==> config.mk <==
export PLATFORM = sky130hd
export DESIGN_NAME = arr_regs
export DESIGN_NICKNAME = d
export VERILOG_FILES = /design/src/include/arr_pkg.sv /design/src/core/arr_regs.sv
export SDC_FILE = /design/constraint.sdc
export NUM_CORES = 1
export LEC_CHECK = 0
export BUFFER_PORTS_ARGS = -buffer_cell sky130_fd_sc_hd__buf_4
export CELL_PAD_IN_SITES_DETAIL_PLACEMENT = 1
export CELL_PAD_IN_SITES_GLOBAL_PLACEMENT = 2
export CORE_UTILIZATION = 30
export CTS_CLUSTER_SIZE = 24
export DETAILED_ROUTE_END_ITERATION = 8
export PLACE_DENSITY_LB_ADDON = 0.1
export SYNTH_ARGS = -nofsm -noshare
export SYNTH_HDL_FRONTEND = slang
export SYNTH_SLANG_ARGS = --single-unit
==> constraint.sdc <==
create_clock -name clk_i -period 2.7 [get_ports clk_i]
set_input_delay 0.405 -clock clk_i [delete_from_list [all_inputs] [get_ports clk_i]]
set_output_delay 0.405 -clock clk_i [all_outputs]
set_load 0.03 [all_outputs]
==> src/include/arr_pkg.sv <==
// Package for the converter result and alarm register block.
// Assumes a classic Wishbone slave with 32-bit data, one register per aligned word.
package arr_pkg;
    // Printed offsets are register indices; byte address is four times the index
    localparam logic [7:0] ARR_IDX_AUX_LOW     = 8'h49;
    localparam logic [7:0] ARR_IDX_VIN_HIGH    = 8'h4A;
    localparam logic [7:0] ARR_IDX_VIN_LOW     = 8'h4B;
    localparam logic [7:0] ARR_IDX_RAIL_HIGH   = 8'h4C;
    localparam logic [7:0] ARR_IDX_RAIL_LOW    = 8'h4D;
    localparam logic [7:0] ARR_IDX_IIN_HIGH    = 8'h4E;
    localparam logic [7:0] ARR_IDX_IIN_LOW     = 8'h4F;
    localparam logic [7:0] ARR_IDX_AL1_HIGH    = 8'h52;
    localparam logic [7:0] ARR_IDX_AL1_LOW     = 8'h53;
    localparam logic [7:0] ARR_IDX_AL2_HIGH    = 8'h54;
    localparam logic [7:0] ARR_IDX_AL2_LOW     = 8'h55;
    localparam logic [7:0] ARR_IDX_AL3_HIGH    = 8'h56;
    // Registers without printed offsets
    localparam logic [7:0] ARR_IDX_CHAN_SEL    = 8'h60;
    localparam logic [7:0] ARR_IDX_IRQ_STATUS  = 8'h61;
    localparam logic [7:0] ARR_IDX_IRQ_MASK    = 8'h62;
    // Reset values
    localparam logic [7:0] ARR_RST_AL1_HIGH    = 8'h23;
    localparam logic [7:0] ARR_RST_AL1_LOW     = 8'h20;
    localparam logic [7:0] ARR_RST_AL2_HIGH    = 8'h38;
    localparam logic [7:0] ARR_RST_AL2_LOW     = 8'h90;
    localparam logic [7:0] ARR_RST_AL3_HIGH    = 8'h00;
    localparam logic [2:0] ARR_RST_SEL1        = 3'h0;
    localparam logic [2:0] ARR_RST_SEL2        = 3'h2;
    localparam logic [2:0] ARR_RST_SEL3        = 3'h0;
    // Field layout of a low threshold register
    localparam int         ARR_POL_BIT         = 3;
    localparam logic [7:0] ARR_LOW_WMASK       = 8'hF8;
    localparam int         ARR_SEL_W           = 3;
    // Channel codes
    localparam logic [2:0] ARR_CH_OFF          = 3'h0;
    localparam logic [2:0] ARR_CH_AUX          = 3'h1;
    localparam logic [2:0] ARR_CH_THERM        = 3'h2;
    localparam logic [2:0] ARR_CH_VBAT         = 3'h3;
    localparam logic [2:0] ARR_CH_CHG          = 3'h4;
    localparam logic [2:0] ARR_CH_VIN          = 3'h5;
    localparam logic [2:0] ARR_CH_RAIL         = 3'h6;
    localparam logic [2:0] ARR_CH_IIN          = 3'h7;
    localparam int         ARR_NCOMP           = 3;
endpackage : arr_pkg

==> src/core/arr_regs.sv <==
// Converter result registers and three alarm comparators behind classic Wishbone.
// Assumes results arrive as 16-bit words with one-cycle store strobes from the converter.
// Assumes one clock with synchronous inputs and a master that holds each request until ack.
// Result registers carry no reset, so software must not trust them before the first store.
//
// Operation
// - The auxiliary input result low byte reads in bits 7-0 at index 0x49 and has no defined reset.
// - The input voltage result is 16 bits, high byte at 0x4A and low byte at 0x4B, no defined reset.
// - The system rail result is 16 bits, high byte at 0x4C and low byte at 0x4D, no defined reset.
// - The input current result is 16 bits, high byte at 0x4E and low byte at 0x4F, no defined reset.
// - Each threshold is 12 bits: high register bits 7-0 above low register bits 7-4.
// - With polarity clear, a comparator flags and interrupts when its measurement falls below threshold.
// - With polarity set, a comparator flags and interrupts when its measurement rises above threshold.
// - Comparator one resets to threshold high 0x23, low nibble 0010, below-threshold polarity.
// - Comparator two resets to threshold high 0x38, low nibble 1001.
// - Comparators one and two each have their own polarity at bit 3 of their low register, reset zero, bits 2-0 reserved.
// - A 3-bit selector picks the channel; code 0 disables, codes 1-7 pick aux, therm, vbat, charge, vin, rail, iin.
//
// Our own choice: the Wishbone interface to the registers.
`timescale 1ns/1ns
module arr_regs
    import arr_pkg::*;
#(
    parameter int RES_W = 16
) (
    // Clock and reset
    input  wire logic              clk_i,
    input  wire logic              rst_i,
    // Wishbone slave
    input  wire logic              cyc_i,
    input  wire logic              stb_i,
    input  wire logic              we_i,
    input  wire logic [9:0]        adr_i,
    input  wire logic [3:0]        sel_i,
    input  wire logic [31:0]       dat_i,
    output logic      [31:0]       dat_o,
    output logic                   ack_o,
    // Converter results, one strobe per channel code 1..7
    input  wire logic [RES_W-1:0]  aux_input_result_i,
    input  wire logic [RES_W-1:0]  thermistor_sense_result_i,
    input  wire logic [RES_W-1:0]  battery_voltage_result_i,
    input  wire logic [RES_W-1:0]  charge_current_result_i,
    input  wire logic [RES_W-1:0]  input_voltage_result_i,
    input  wire logic [RES_W-1:0]  system_rail_result_i,
    input  wire logic [RES_W-1:0]  input_current_result_i,
    input  wire logic [7:1]        result_valid_i,
    // Alarm outputs
    output logic [ARR_NCOMP-1:0]   alarm_flag_o,
    output logic                   irq_o
);

    // Result holding registers; these carry no reset
    logic [RES_W-1:0]     res_mux [0:7];
    logic [RES_W-1:0]     aux_reg;
    logic [RES_W-1:0]     vin_reg;
    logic [RES_W-1:0]     rail_reg;
    logic [RES_W-1:0]     iin_reg;

    // Alarm configuration
    logic [7:0]           thr_high_reg [0:ARR_NCOMP-1];
    logic [7:0]           thr_low_reg  [0:ARR_NCOMP-1];
    logic [ARR_SEL_W-1:0] sel_reg      [0:ARR_NCOMP-1];

    // Alarm status
    logic [ARR_NCOMP-1:0] status_reg;
    logic [ARR_NCOMP-1:0] mask_reg;
    logic [ARR_NCOMP-1:0] hit;
    logic [ARR_NCOMP-1:0] clr_mask;

    // Bus decode
    logic [7:0]           idx;
    logic                 wr_lane0;
    logic                 req;
    logic [7:0]           wbyte;
    logic [31:0]          rdata_next;
    logic                 wr_status;
    logic                 wr_mask;
    logic                 wr_sel;

    // Field geometry of the word address and of a threshold
    localparam int IDX_MSB = 9;
    localparam int IDX_LSB = 2;
    localparam int THR_W   = 12;
    localparam int NIB_MSB = 7;
    localparam int NIB_LSB = 4;

    // The two low address bits are ignored since every register is word aligned
    assign idx      = adr_i[IDX_MSB:IDX_LSB];
    // A request is not taken again in its ack cycle, so a strobe still up in that cycle cannot repeat a write
    assign req      = cyc_i & stb_i & ~ack_o;
    // Every field except the third selector (bits 10-8, lane 1) lives in byte lane 0, and only lane 0's enable gates a write
    assign wr_lane0 = req & we_i & sel_i[0];
    assign wbyte    = dat_i[7:0];

    // Decoded write strobes for the control registers
    assign wr_status = wr_lane0 && (idx == ARR_IDX_IRQ_STATUS);
    assign wr_mask   = wr_lane0 && (idx == ARR_IDX_IRQ_MASK);
    assign wr_sel    = wr_lane0 && (idx == ARR_IDX_CHAN_SEL);
    assign clr_mask  = wr_status ? wbyte[ARR_NCOMP-1:0] : '0;

    // Channel table indexed by selector code; code zero reads as an idle channel
    // Codes one to seven follow the selector order
    assign res_mux[0] = '0;
    assign res_mux[1] = aux_input_result_i;
    assign res_mux[2] = thermistor_sense_result_i;
    assign res_mux[3] = battery_voltage_result_i;
    assign res_mux[4] = charge_current_result_i;
    assign res_mux[5] = input_voltage_result_i;
    assign res_mux[6] = system_rail_result_i;
    assign res_mux[7] = input_current_result_i;

    // Auxiliary result; only its low byte is mapped in this block
    // A converter store beats a software write in the same cycle so a fresh sample is never lost
    always_ff @(posedge clk_i) begin
        if (result_valid_i[ARR_CH_AUX]) begin
            aux_reg <= aux_input_result_i;
        end else if (wr_lane0 && idx == ARR_IDX_AUX_LOW) begin
            aux_reg[7:0] <= wbyte;
        end
    end

    // Input voltage result, high byte then low byte at consecutive indices
    always_ff @(posedge clk_i) begin
        if (result_valid_i[ARR_CH_VIN]) begin
            vin_reg <= input_voltage_result_i;
        end else if (wr_lane0 && idx == ARR_IDX_VIN_HIGH) begin
            vin_reg[15:8] <= wbyte;
        end else if (wr_lane0 && idx == ARR_IDX_VIN_LOW) begin
            vin_reg[7:0] <= wbyte;
        end
    end

    // System rail result, both bytes latched together on a store
    always_ff @(posedge clk_i) begin
        if (result_valid_i[ARR_CH_RAIL]) begin
            rail_reg <= system_rail_result_i;
        end else if (wr_lane0 && idx == ARR_IDX_RAIL_HIGH) begin
            rail_reg[15:8] <= wbyte;
        end else if (wr_lane0 && idx == ARR_IDX_RAIL_LOW) begin
            rail_reg[7:0] <= wbyte;
        end
    end

    // Input current result; no read lock, so a store between two byte reads can tear the pair
    always_ff @(posedge clk_i) begin
        if (result_valid_i[ARR_CH_IIN]) begin
            iin_reg <= input_current_result_i;
        end else if (wr_lane0 && idx == ARR_IDX_IIN_HIGH) begin
            iin_reg[15:8] <= wbyte;
        end else if (wr_lane0 && idx == ARR_IDX_IIN_LOW) begin
            iin_reg[7:0] <= wbyte;
        end
    end

    // Threshold high bytes; comparator three has only its high byte in this map
    // A new threshold takes effect at the next store, never on a result already compared
    always_ff @(posedge clk_i) begin
        if (rst_i) begin
            thr_high_reg[0] <= ARR_RST_AL1_HIGH;
            thr_high_reg[1] <= ARR_RST_AL2_HIGH;
            thr_high_reg[2] <= ARR_RST_AL3_HIGH;
        end else if (wr_lane0) begin
            case (idx)
                ARR_IDX_AL1_HIGH: begin
                    thr_high_reg[0] <= wbyte;
                end
                ARR_IDX_AL2_HIGH: begin
                    thr_high_reg[1] <= wbyte;
                end
                ARR_IDX_AL3_HIGH: begin
                    thr_high_reg[2] <= wbyte;
                end
                default: begin
                end
            endcase
        end
    end

    // Threshold low bytes with polarity; reserved bits are dropped on write so they read zero
    // Comparator three has no low register here, so its nibble and polarity stay zero
    always_ff @(posedge clk_i) begin
        if (rst_i) begin
            thr_low_reg[0] <= ARR_RST_AL1_LOW;
            thr_low_reg[1] <= ARR_RST_AL2_LOW;
            thr_low_reg[2] <= '0;
        end else if (wr_lane0) begin
            case (idx)
                ARR_IDX_AL1_LOW: begin
                    thr_low_reg[0] <= wbyte & ARR_LOW_WMASK;
                end
                ARR_IDX_AL2_LOW: begin
                    thr_low_reg[1] <= wbyte & ARR_LOW_WMASK;
                end
                default: begin
                end
            endcase
        end
    end

    // Channel selectors, one 3-bit field per comparator in a shared register
    // Fields sit on nibble boundaries so software can write them as hex digits
    always_ff @(posedge clk_i) begin
        if (rst_i) begin
            sel_reg[0] <= ARR_RST_SEL1;
            sel_reg[1] <= ARR_RST_SEL2;
            sel_reg[2] <= ARR_RST_SEL3;
        end else if (wr_sel) begin
            sel_reg[0] <= dat_i[2:0];
            sel_reg[1] <= dat_i[6:4];
            sel_reg[2] <= dat_i[10:8];
        end
    end

    // One comparator per alarm, evaluated on each store of its selected channel
    for (genvar c = 0; c < ARR_NCOMP; c++) begin : g_cmp
        logic [THR_W-1:0] thr;
        logic [RES_W-1:0] meas;
        logic             pol;
        logic             enabled;
        logic             fresh;
        logic             below;
        logic             above;
        // Threshold assembled from the high byte and the upper nibble of the low byte
        assign thr     = {thr_high_reg[c], thr_low_reg[c][NIB_MSB:NIB_LSB]};
        assign pol     = thr_low_reg[c][ARR_POL_BIT];
        assign meas    = res_mux[sel_reg[c]];
        // Code zero parks the comparator; the guard also keeps the strobe index in range
        assign enabled = (sel_reg[c] != ARR_CH_OFF);
        assign fresh   = enabled && result_valid_i[sel_reg[c]];
        // Top bits of the result against the threshold, strict on both sides
        assign below   = (meas[RES_W-1 -: THR_W] < thr);
        assign above   = (meas[RES_W-1 -: THR_W] > thr);
        assign hit[c]  = fresh && (pol ? above : below);
    end

    // Sticky status, write one to clear
    // Set beats clear so an event landing on the clearing write is never lost
    always_ff @(posedge clk_i) begin
        if (rst_i) begin
            status_reg <= '0;
        end else begin
            status_reg <= (status_reg & ~clr_mask) | hit;
        end
    end

    // Interrupt mask, same layout as the status register
    always_ff @(posedge clk_i) begin
        if (rst_i) begin
            mask_reg <= '0;
        end else if (wr_mask) begin
            mask_reg <= wbyte[ARR_NCOMP-1:0];
        end
    end

    // Flag outputs mirror status one cycle later so every output leaves a flip-flop
    always_ff @(posedge clk_i) begin
        if (rst_i) begin
            alarm_flag_o <= '0;
        end else begin
            alarm_flag_o <= status_reg;
        end
    end

    // Level interrupt, high while any unmasked flag is set
    always_ff @(posedge clk_i) begin
        if (rst_i) begin
            irq_o <= 1'b0;
        end else begin
            irq_o <= |(status_reg & mask_reg);
        end
    end

    // Read mux; unmapped indices read zero
    always_comb begin
        rdata_next = '0;
        case (idx)
            // Result bytes
            ARR_IDX_AUX_LOW: begin
                rdata_next[7:0] = aux_reg[7:0];
            end
            ARR_IDX_VIN_HIGH: begin
                rdata_next[7:0] = vin_reg[15:8];
            end
            ARR_IDX_VIN_LOW: begin
                rdata_next[7:0] = vin_reg[7:0];
            end
            ARR_IDX_RAIL_HIGH: begin
                rdata_next[7:0] = rail_reg[15:8];
            end
            ARR_IDX_RAIL_LOW: begin
                rdata_next[7:0] = rail_reg[7:0];
            end
            ARR_IDX_IIN_HIGH: begin
                rdata_next[7:0] = iin_reg[15:8];
            end
            ARR_IDX_IIN_LOW: begin
                rdata_next[7:0] = iin_reg[7:0];
            end
            // Thresholds
            ARR_IDX_AL1_HIGH: begin
                rdata_next[7:0] = thr_high_reg[0];
            end
            ARR_IDX_AL1_LOW: begin
                rdata_next[7:0] = thr_low_reg[0];
            end
            ARR_IDX_AL2_HIGH: begin
                rdata_next[7:0] = thr_high_reg[1];
            end
            ARR_IDX_AL2_LOW: begin
                rdata_next[7:0] = thr_low_reg[1];
            end
            ARR_IDX_AL3_HIGH: begin
                rdata_next[7:0] = thr_high_reg[2];
            end
            // Control
            ARR_IDX_CHAN_SEL: begin
                rdata_next[2:0]  = sel_reg[0];
                rdata_next[6:4]  = sel_reg[1];
                rdata_next[10:8] = sel_reg[2];
            end
            ARR_IDX_IRQ_STATUS: begin
                rdata_next[ARR_NCOMP-1:0] = status_reg;
            end
            ARR_IDX_IRQ_MASK: begin
                rdata_next[ARR_NCOMP-1:0] = mask_reg;
            end
            default: begin
                rdata_next = '0;
            end
        endcase
    end

    // Ack one cycle after the request, dropped the cycle after even if the strobe stays up
    // Fixed single wait state keeps the slave free of any counter
    always_ff @(posedge clk_i) begin
        if (rst_i) begin
            ack_o <= 1'b0;
        end else begin
            ack_o <= req;
        end
    end

    // Read data only alongside ack; zero between cycles keeps the bus quiet
    // Writes also return the addressed value, which a master may ignore
    always_ff @(posedge clk_i) begin
        if (rst_i) begin
            dat_o <= '0;
        end else begin
            dat_o <= req ? rdata_next : '0;
        end
    end

endmodule : arr_regs

==> results of run 1 <==
==> through the flow <==
| stage | area [sq um] | setup TNS, ps | hold WS (ps) | total power [uW] |
|---|---|---|---|---|
| global placement | 10750 | -172.3 | 475.3 | 3354 |
| detailed placement | 10750 | -244.1 | 481.7 | 3363 |
| floorplan | 8688 | 0 | 445.4 | 2794 |
| finish | 11690 | 0 | 248.6 | 5831 |
| global route | 11690 | -215.4 | 251.4 | 6013 |
| CTS | 11520 | 0 | 236.8 | 5820 |
==> worst max path at each step <==
stage / endpoint / slack (ps) / cells past startpoint
after detailed placement: status_reg[0] / -140 / 11
after CTS: status_reg[0] / 2 / 12
after global placement: status_reg[0] / -120 / 11
final: status_reg[0] / 10 / 12
after global routing: status_reg[1] / -110 / 10
after floorplan: status_reg[2] / 40 / 11
==> cell families after synthesis <==
group / Yosys count
flip-flops: 121
AO/OA/AOI/OAI: 186
other: 1
multiplexers: 92
AND/OR/NAND/NOR: 309
adder cells (fa/ha/maj): 31
buffers and inverters: 125
==> final cells by class <==
| class | count | area, sq um |
|---|---|---|
| clock buffer | 18 | 429.2 |
| timing repair buffer | 271 | 2175 |
| fill | 3165 | 16320 |
| tap | 378 | 473.0 |
| clock inverter | 14 | 185.2 |
| multi-input combinational | 639 | 4853 |
| inverter | 44 | 165.2 |
| sequential | 121 | 3413 |
==> power breakdown <==
part | internal [uW] | switching, uW
registers | 2140 | 57.6
clock network | 1480 | 965
logic | 540 | 650
total | 4160 | 1670
==> cell usage after synthesis (all sizes together) (15+ instances only) <==
master	instances	share of area [%]
mux2	47	6.1
a22oi	31	2.8
ha	31	4.5
a21oi	33	1.9
inv	44	1.9
mux4	37	9.7
nand2	159	6.9
and3	15	1.1
nand2b	28	2.0
edfxtp	99	35
nor2	18	0.78
nand3	15	0.87
o21ai	41	2.4
buf	39	2.9
and2	17	1.2
nor2b	21	1.5
clkbuf	42	1.8
dfxtp	22	5.1
==> placed cells by master, fill, tap and decap left out, types with 21 or more instances in the layout <==
| master | count |
|---|---|
| nand2b_1 | 28 |
| mux4_2 | 37 |
| buf_4 | 253 |
| a22oi_1 | 24 |
| conb_1 | 21 |
| o21ai_0 | 24 |
| inv_1 | 43 |
| nor2b_1 | 21 |
| edfxtp_1 | 99 |
| mux2_2 | 46 |
| a21oi_1 | 29 |
| nand2_1 | 158 |
| ha_1 | 28 |
| dfxtp_1 | 22 |
==> timing repair <==
| action | in CTS | in global routing |
|---|---|---|
| gates resized for setup | 25 | 34 |
| cloned | 1 | 0 |
| endpoints found under the setup margin | 2 | 3 |
| setup buffers | 7 | 5 |
| pin swaps | 12 | 22 |
==> worst register-to-register path: cells and delay by family, from the launching register on <==
family / cells / cell delay (ps)
flops: 1 / 430
fa+ha+maj: 1 / 330
compound gates: 4 / 770
simple gates: 4 / 610
buf+inv: 3 / 490
==> per-layer routing <==
layer / vias up / track usage [%] / share of wire (%)
met5: - / 0 / 0
met4: 0 / 8.502 / 2.4
met3: 35 / 3.797 / 5.1
met2: 288 / 42.56 / 47
met1: 4032 / 35.73 / 45
li1: 3641 / - / -
==> metrics.txt, run 1 <==
DR WL/cell 25.53 um; mux cell area share after synthesis 16.75%; Die X-Extent 171.4 um; PD cells 498.6 nW/um^2; Layout area overhead 35.80%; First-pass DRT Iterations 6; Reg clk slew, reported paths 70 ps; r2r endpoint status_reg[0]; Yosys reg bits 121; IO Pins 207; HP Class input pin to flip-flop; Port Buffers 147; Hold Crit Depth 3; Post-Synth XOR/XNOR Area 0%; Cell Count, Final, Fillers Out 1485; num rows 61; buffer and inverter count on the worst path 3; final core utilization 41.75%; RSZ-0062 raised after global routing yes; main combinational cell family by area after synthesis simple AND/OR/NAND/NOR gates; Fmax 0.3720 GHz; CP Max Fanout 7; Hold Fails Final Rpt 0; antenna violations before repair 2; reg2reg path depth 12; Cell Area, Synth 8611 sq um; fraction of synthesis flops using an asynchronous set or reset pin 0%; starting density of the core 30.74%; worst setup margin 11.69 ps; EDFF count, synth 99; max reg flops 24; critical path's top delay family compound AO/OA/AOI/OAI gates; Arrival @ worst endpoint 3060 ps; largest net degree at the start of global routing 30; Mapped Cells 865; leakage 0.004926 uW; Worst-Margin Slew 589.5 ps; hold endpoint vin_reg[1]; slowest CP cell edfxtp_1; synth unique cells 62; Die Y 171.4 um; CTS tree yes; crit end category flip-flop; pre-CTS setup slack -137.8 ps; core region area 28010 sq um; Antenna Nets Post-Route 0; CTS root buf clkbuf_16; Inst Count DP 1440; status finished, final reports clean; CTS H-tree depth 4; All-Layer GR Usage 26.24%; post-synthesis compound-gate area fraction 14.84%; fin nets 1295; Tmin final 2688 ps; Worst-Skew Late Latency 420 ps; Main synth FF type edfxtp_1; global route overflow 0; Max VDD drop 456.8 uV; clk buf depth 2; Startpoint Class flip-flop; Seq/Total Area, Yosys 39.64%; GP Congestion 0.8712; CTS Buf Count 17; Slew HR 60.36%; vias per cell 5.385; hold bufs inserted after CTS 0; vias 7996; Reg2Reg Launch Point sel_reg[0][0]; HPWL after DPL 29630 um; CTS Sinks 121; global-route wire length before repair 53800 um; share of layout cells above drive strength 1 38.66%; CP Class flip-flop to flip-flop; critical path's largest stage delay 430 ps; routed wire length 37920 um; die area 29380 sq um; 1st-iter DRT viols 708; maxcap violations 0; Final Skew 8.863 ps; Finish-stage setup viols 0; number of synthesis warnings 0; Critical Path, Cell by Cell buf_6, nor2b_1, buf_4, buf_12, a22oi_1, o21ai_0, ha_1, a21oi_1, nand2_1, a211o_1, or3_1, nand3_1; Tcrit/Tclk final 99.57%; hold wc startpoint input_voltage_result_i[1]; Synth Area in Adders 4.505%; diode count 0; R2R setup slack 10 ps; CP required 3070 ps; pins over their slew limit 0; drt drc 0; Worst Setup SP sel_reg[0][0]; vias in the first global route 8095; synthesized area per cell 9.955 sq um; Post-Synth Simple-Gate Area 17.60%
No activity file was read; power rests on OpenSTA's default activity.
==> run 2: changes to the inputs <==
- CORE_UTILIZATION: 30 -> 36
- GPL_TIMING_DRIVEN: default -> 0
- clock period: 2.7 -> 3.25 ns (I/O delays scaled with it)
==> metrics.txt, run 2 (same netlist as run 1, synthesis figures left out) <==
diode count 0; share of layout cells above drive strength 1 30.35%; Die Y 156.7 um; Worst-Margin Slew 1059 ps; most common cell after layout, fill and taps aside buf_4; core region area 23470 sq um; Startpoint Class flip-flop; hold bufs inserted after CTS 0; Port Buffers 145; commonest cells after routing, fill and taps aside buf_4, nand2_1, edfxtp_1; Finish-stage setup viols 0; global route overflow 0; vias 8090; total negative slack 0 ps; Resized cells post-CTS 23; IO Pins 207; antenna violations before repair 1; Worst-Skew Late Latency 450 ps; CTS tree yes; Hold Fails Final Rpt 0; Cell Count, Final, Fillers Out 1380; crit end category flip-flop; Slew HR 29.12%; num rows 56; maxcap violations 0; Reg clk slew, reported paths 70 ps; Antenna Nets Post-Route 0; fin nets 1249; GP Congestion 0.9292; Max VDD drop 341.3 uV; CTS Sinks 121; status finished, final reports clean; PD cells 437.9 nW/um^2; Final Skew 15.64 ps; CP required 3630 ps; Layout area overhead 25.62%; Tcrit/Tclk final 98.02%; PnR Total Power 4737 uW; drt drc 0; CTS root buf clkbuf_16; RSZ-0062 raised after global routing no; clk buf depth 2; Die X-Extent 156.7 um; largest net degree at the start of global routing 17; starting density of the core 36.68%; vias in the first global route 8065; Fmax 0.3139 GHz; vias per cell 5.862; pre-CTS setup slack -734.0 ps; Tmin final 3186 ps; Arrival @ worst endpoint 3570 ps; die area 24540 sq um; CTS H-tree depth 4; global-route wire length before repair 55110 um; 1st-iter DRT viols 859; Inst Count DP 1349; final core utilization 46.08%; DR WL/cell 27.88 um; CTS Buf Count 17; HP Class input pin to flip-flop; All-Layer GR Usage 32.29%; max reg flops 24; CP Class flip-flop to flip-flop; CP Max Fanout 10; routed wire length 38480 um; leakage 0.004507 uW; pins over their slew limit 0; Post-CTS Setup Bufs 0; HPWL after DPL 29860 um; First-pass DRT Iterations 6; worst setup margin 64.33 ps
run 2: final cells by class:
type | instances | area (sq um)
plain buffers | 80 | 440.4
clock buffers | 17 | 425.4
clock inverters | 15 | 168.9
fillers | 2685 | 12660
inverters | 44 | 165.2
multi-input cells | 639 | 4716
flip-flops and latches | 121 | 3413
well taps | 319 | 399.1
repair buffers | 145 | 1089
run 2: critical path: stages, from the launching register on:
cell	delay, ps
edfxtp_1	320
clkbuf_1	400
clkbuf_1	620
o21ai_1	310
ha_1	360
nand4_1	230
a31oi_1	90
a211o_1	320
or3_1	390
nand3_1	90
run 2: worst paths after layout:
kind | to | cells past startpoint | from | slack [ps]
max | status_reg[0] | 9 | sel_reg[0][2] | 60
min | vin_reg[0] | 3 | input_voltage_result_i[0] | 310
max reg2reg | status_reg[0] | 9 | sel_reg[0][2] | 60
min reg2reg | mask_reg[0] | 2 | mask_reg[0] | 500
run 2: per-stage QoR:
stage	hold WS, ps	cell area [sq um]
global route	340.3	10820
detailed placement	484.2	10170
floorplan	445.4	8686
CTS	309.5	10800
global placement	477.6	10170
finish	309.1	10820
run 2: routing by layer:
metal / routed length, um / global-route usage (%) / part of all wire, %
met5: 0 / 0 / 0
met4: 1157 / 11.72 / 3.0
met3: 3247 / 7.034 / 8.4
met2: 17410 / 49.91 / 45
met1: 16670 / 44.22 / 43
run 2: power breakdown:
| part | total [uW] | switching (uW) | internal, uW |
|---|---|---|---|
| registers | 1830 | 49.9 | 1780 |
| logic | 914 | 537 | 377 |
| clock network | 1990 | 891 | 1100 |
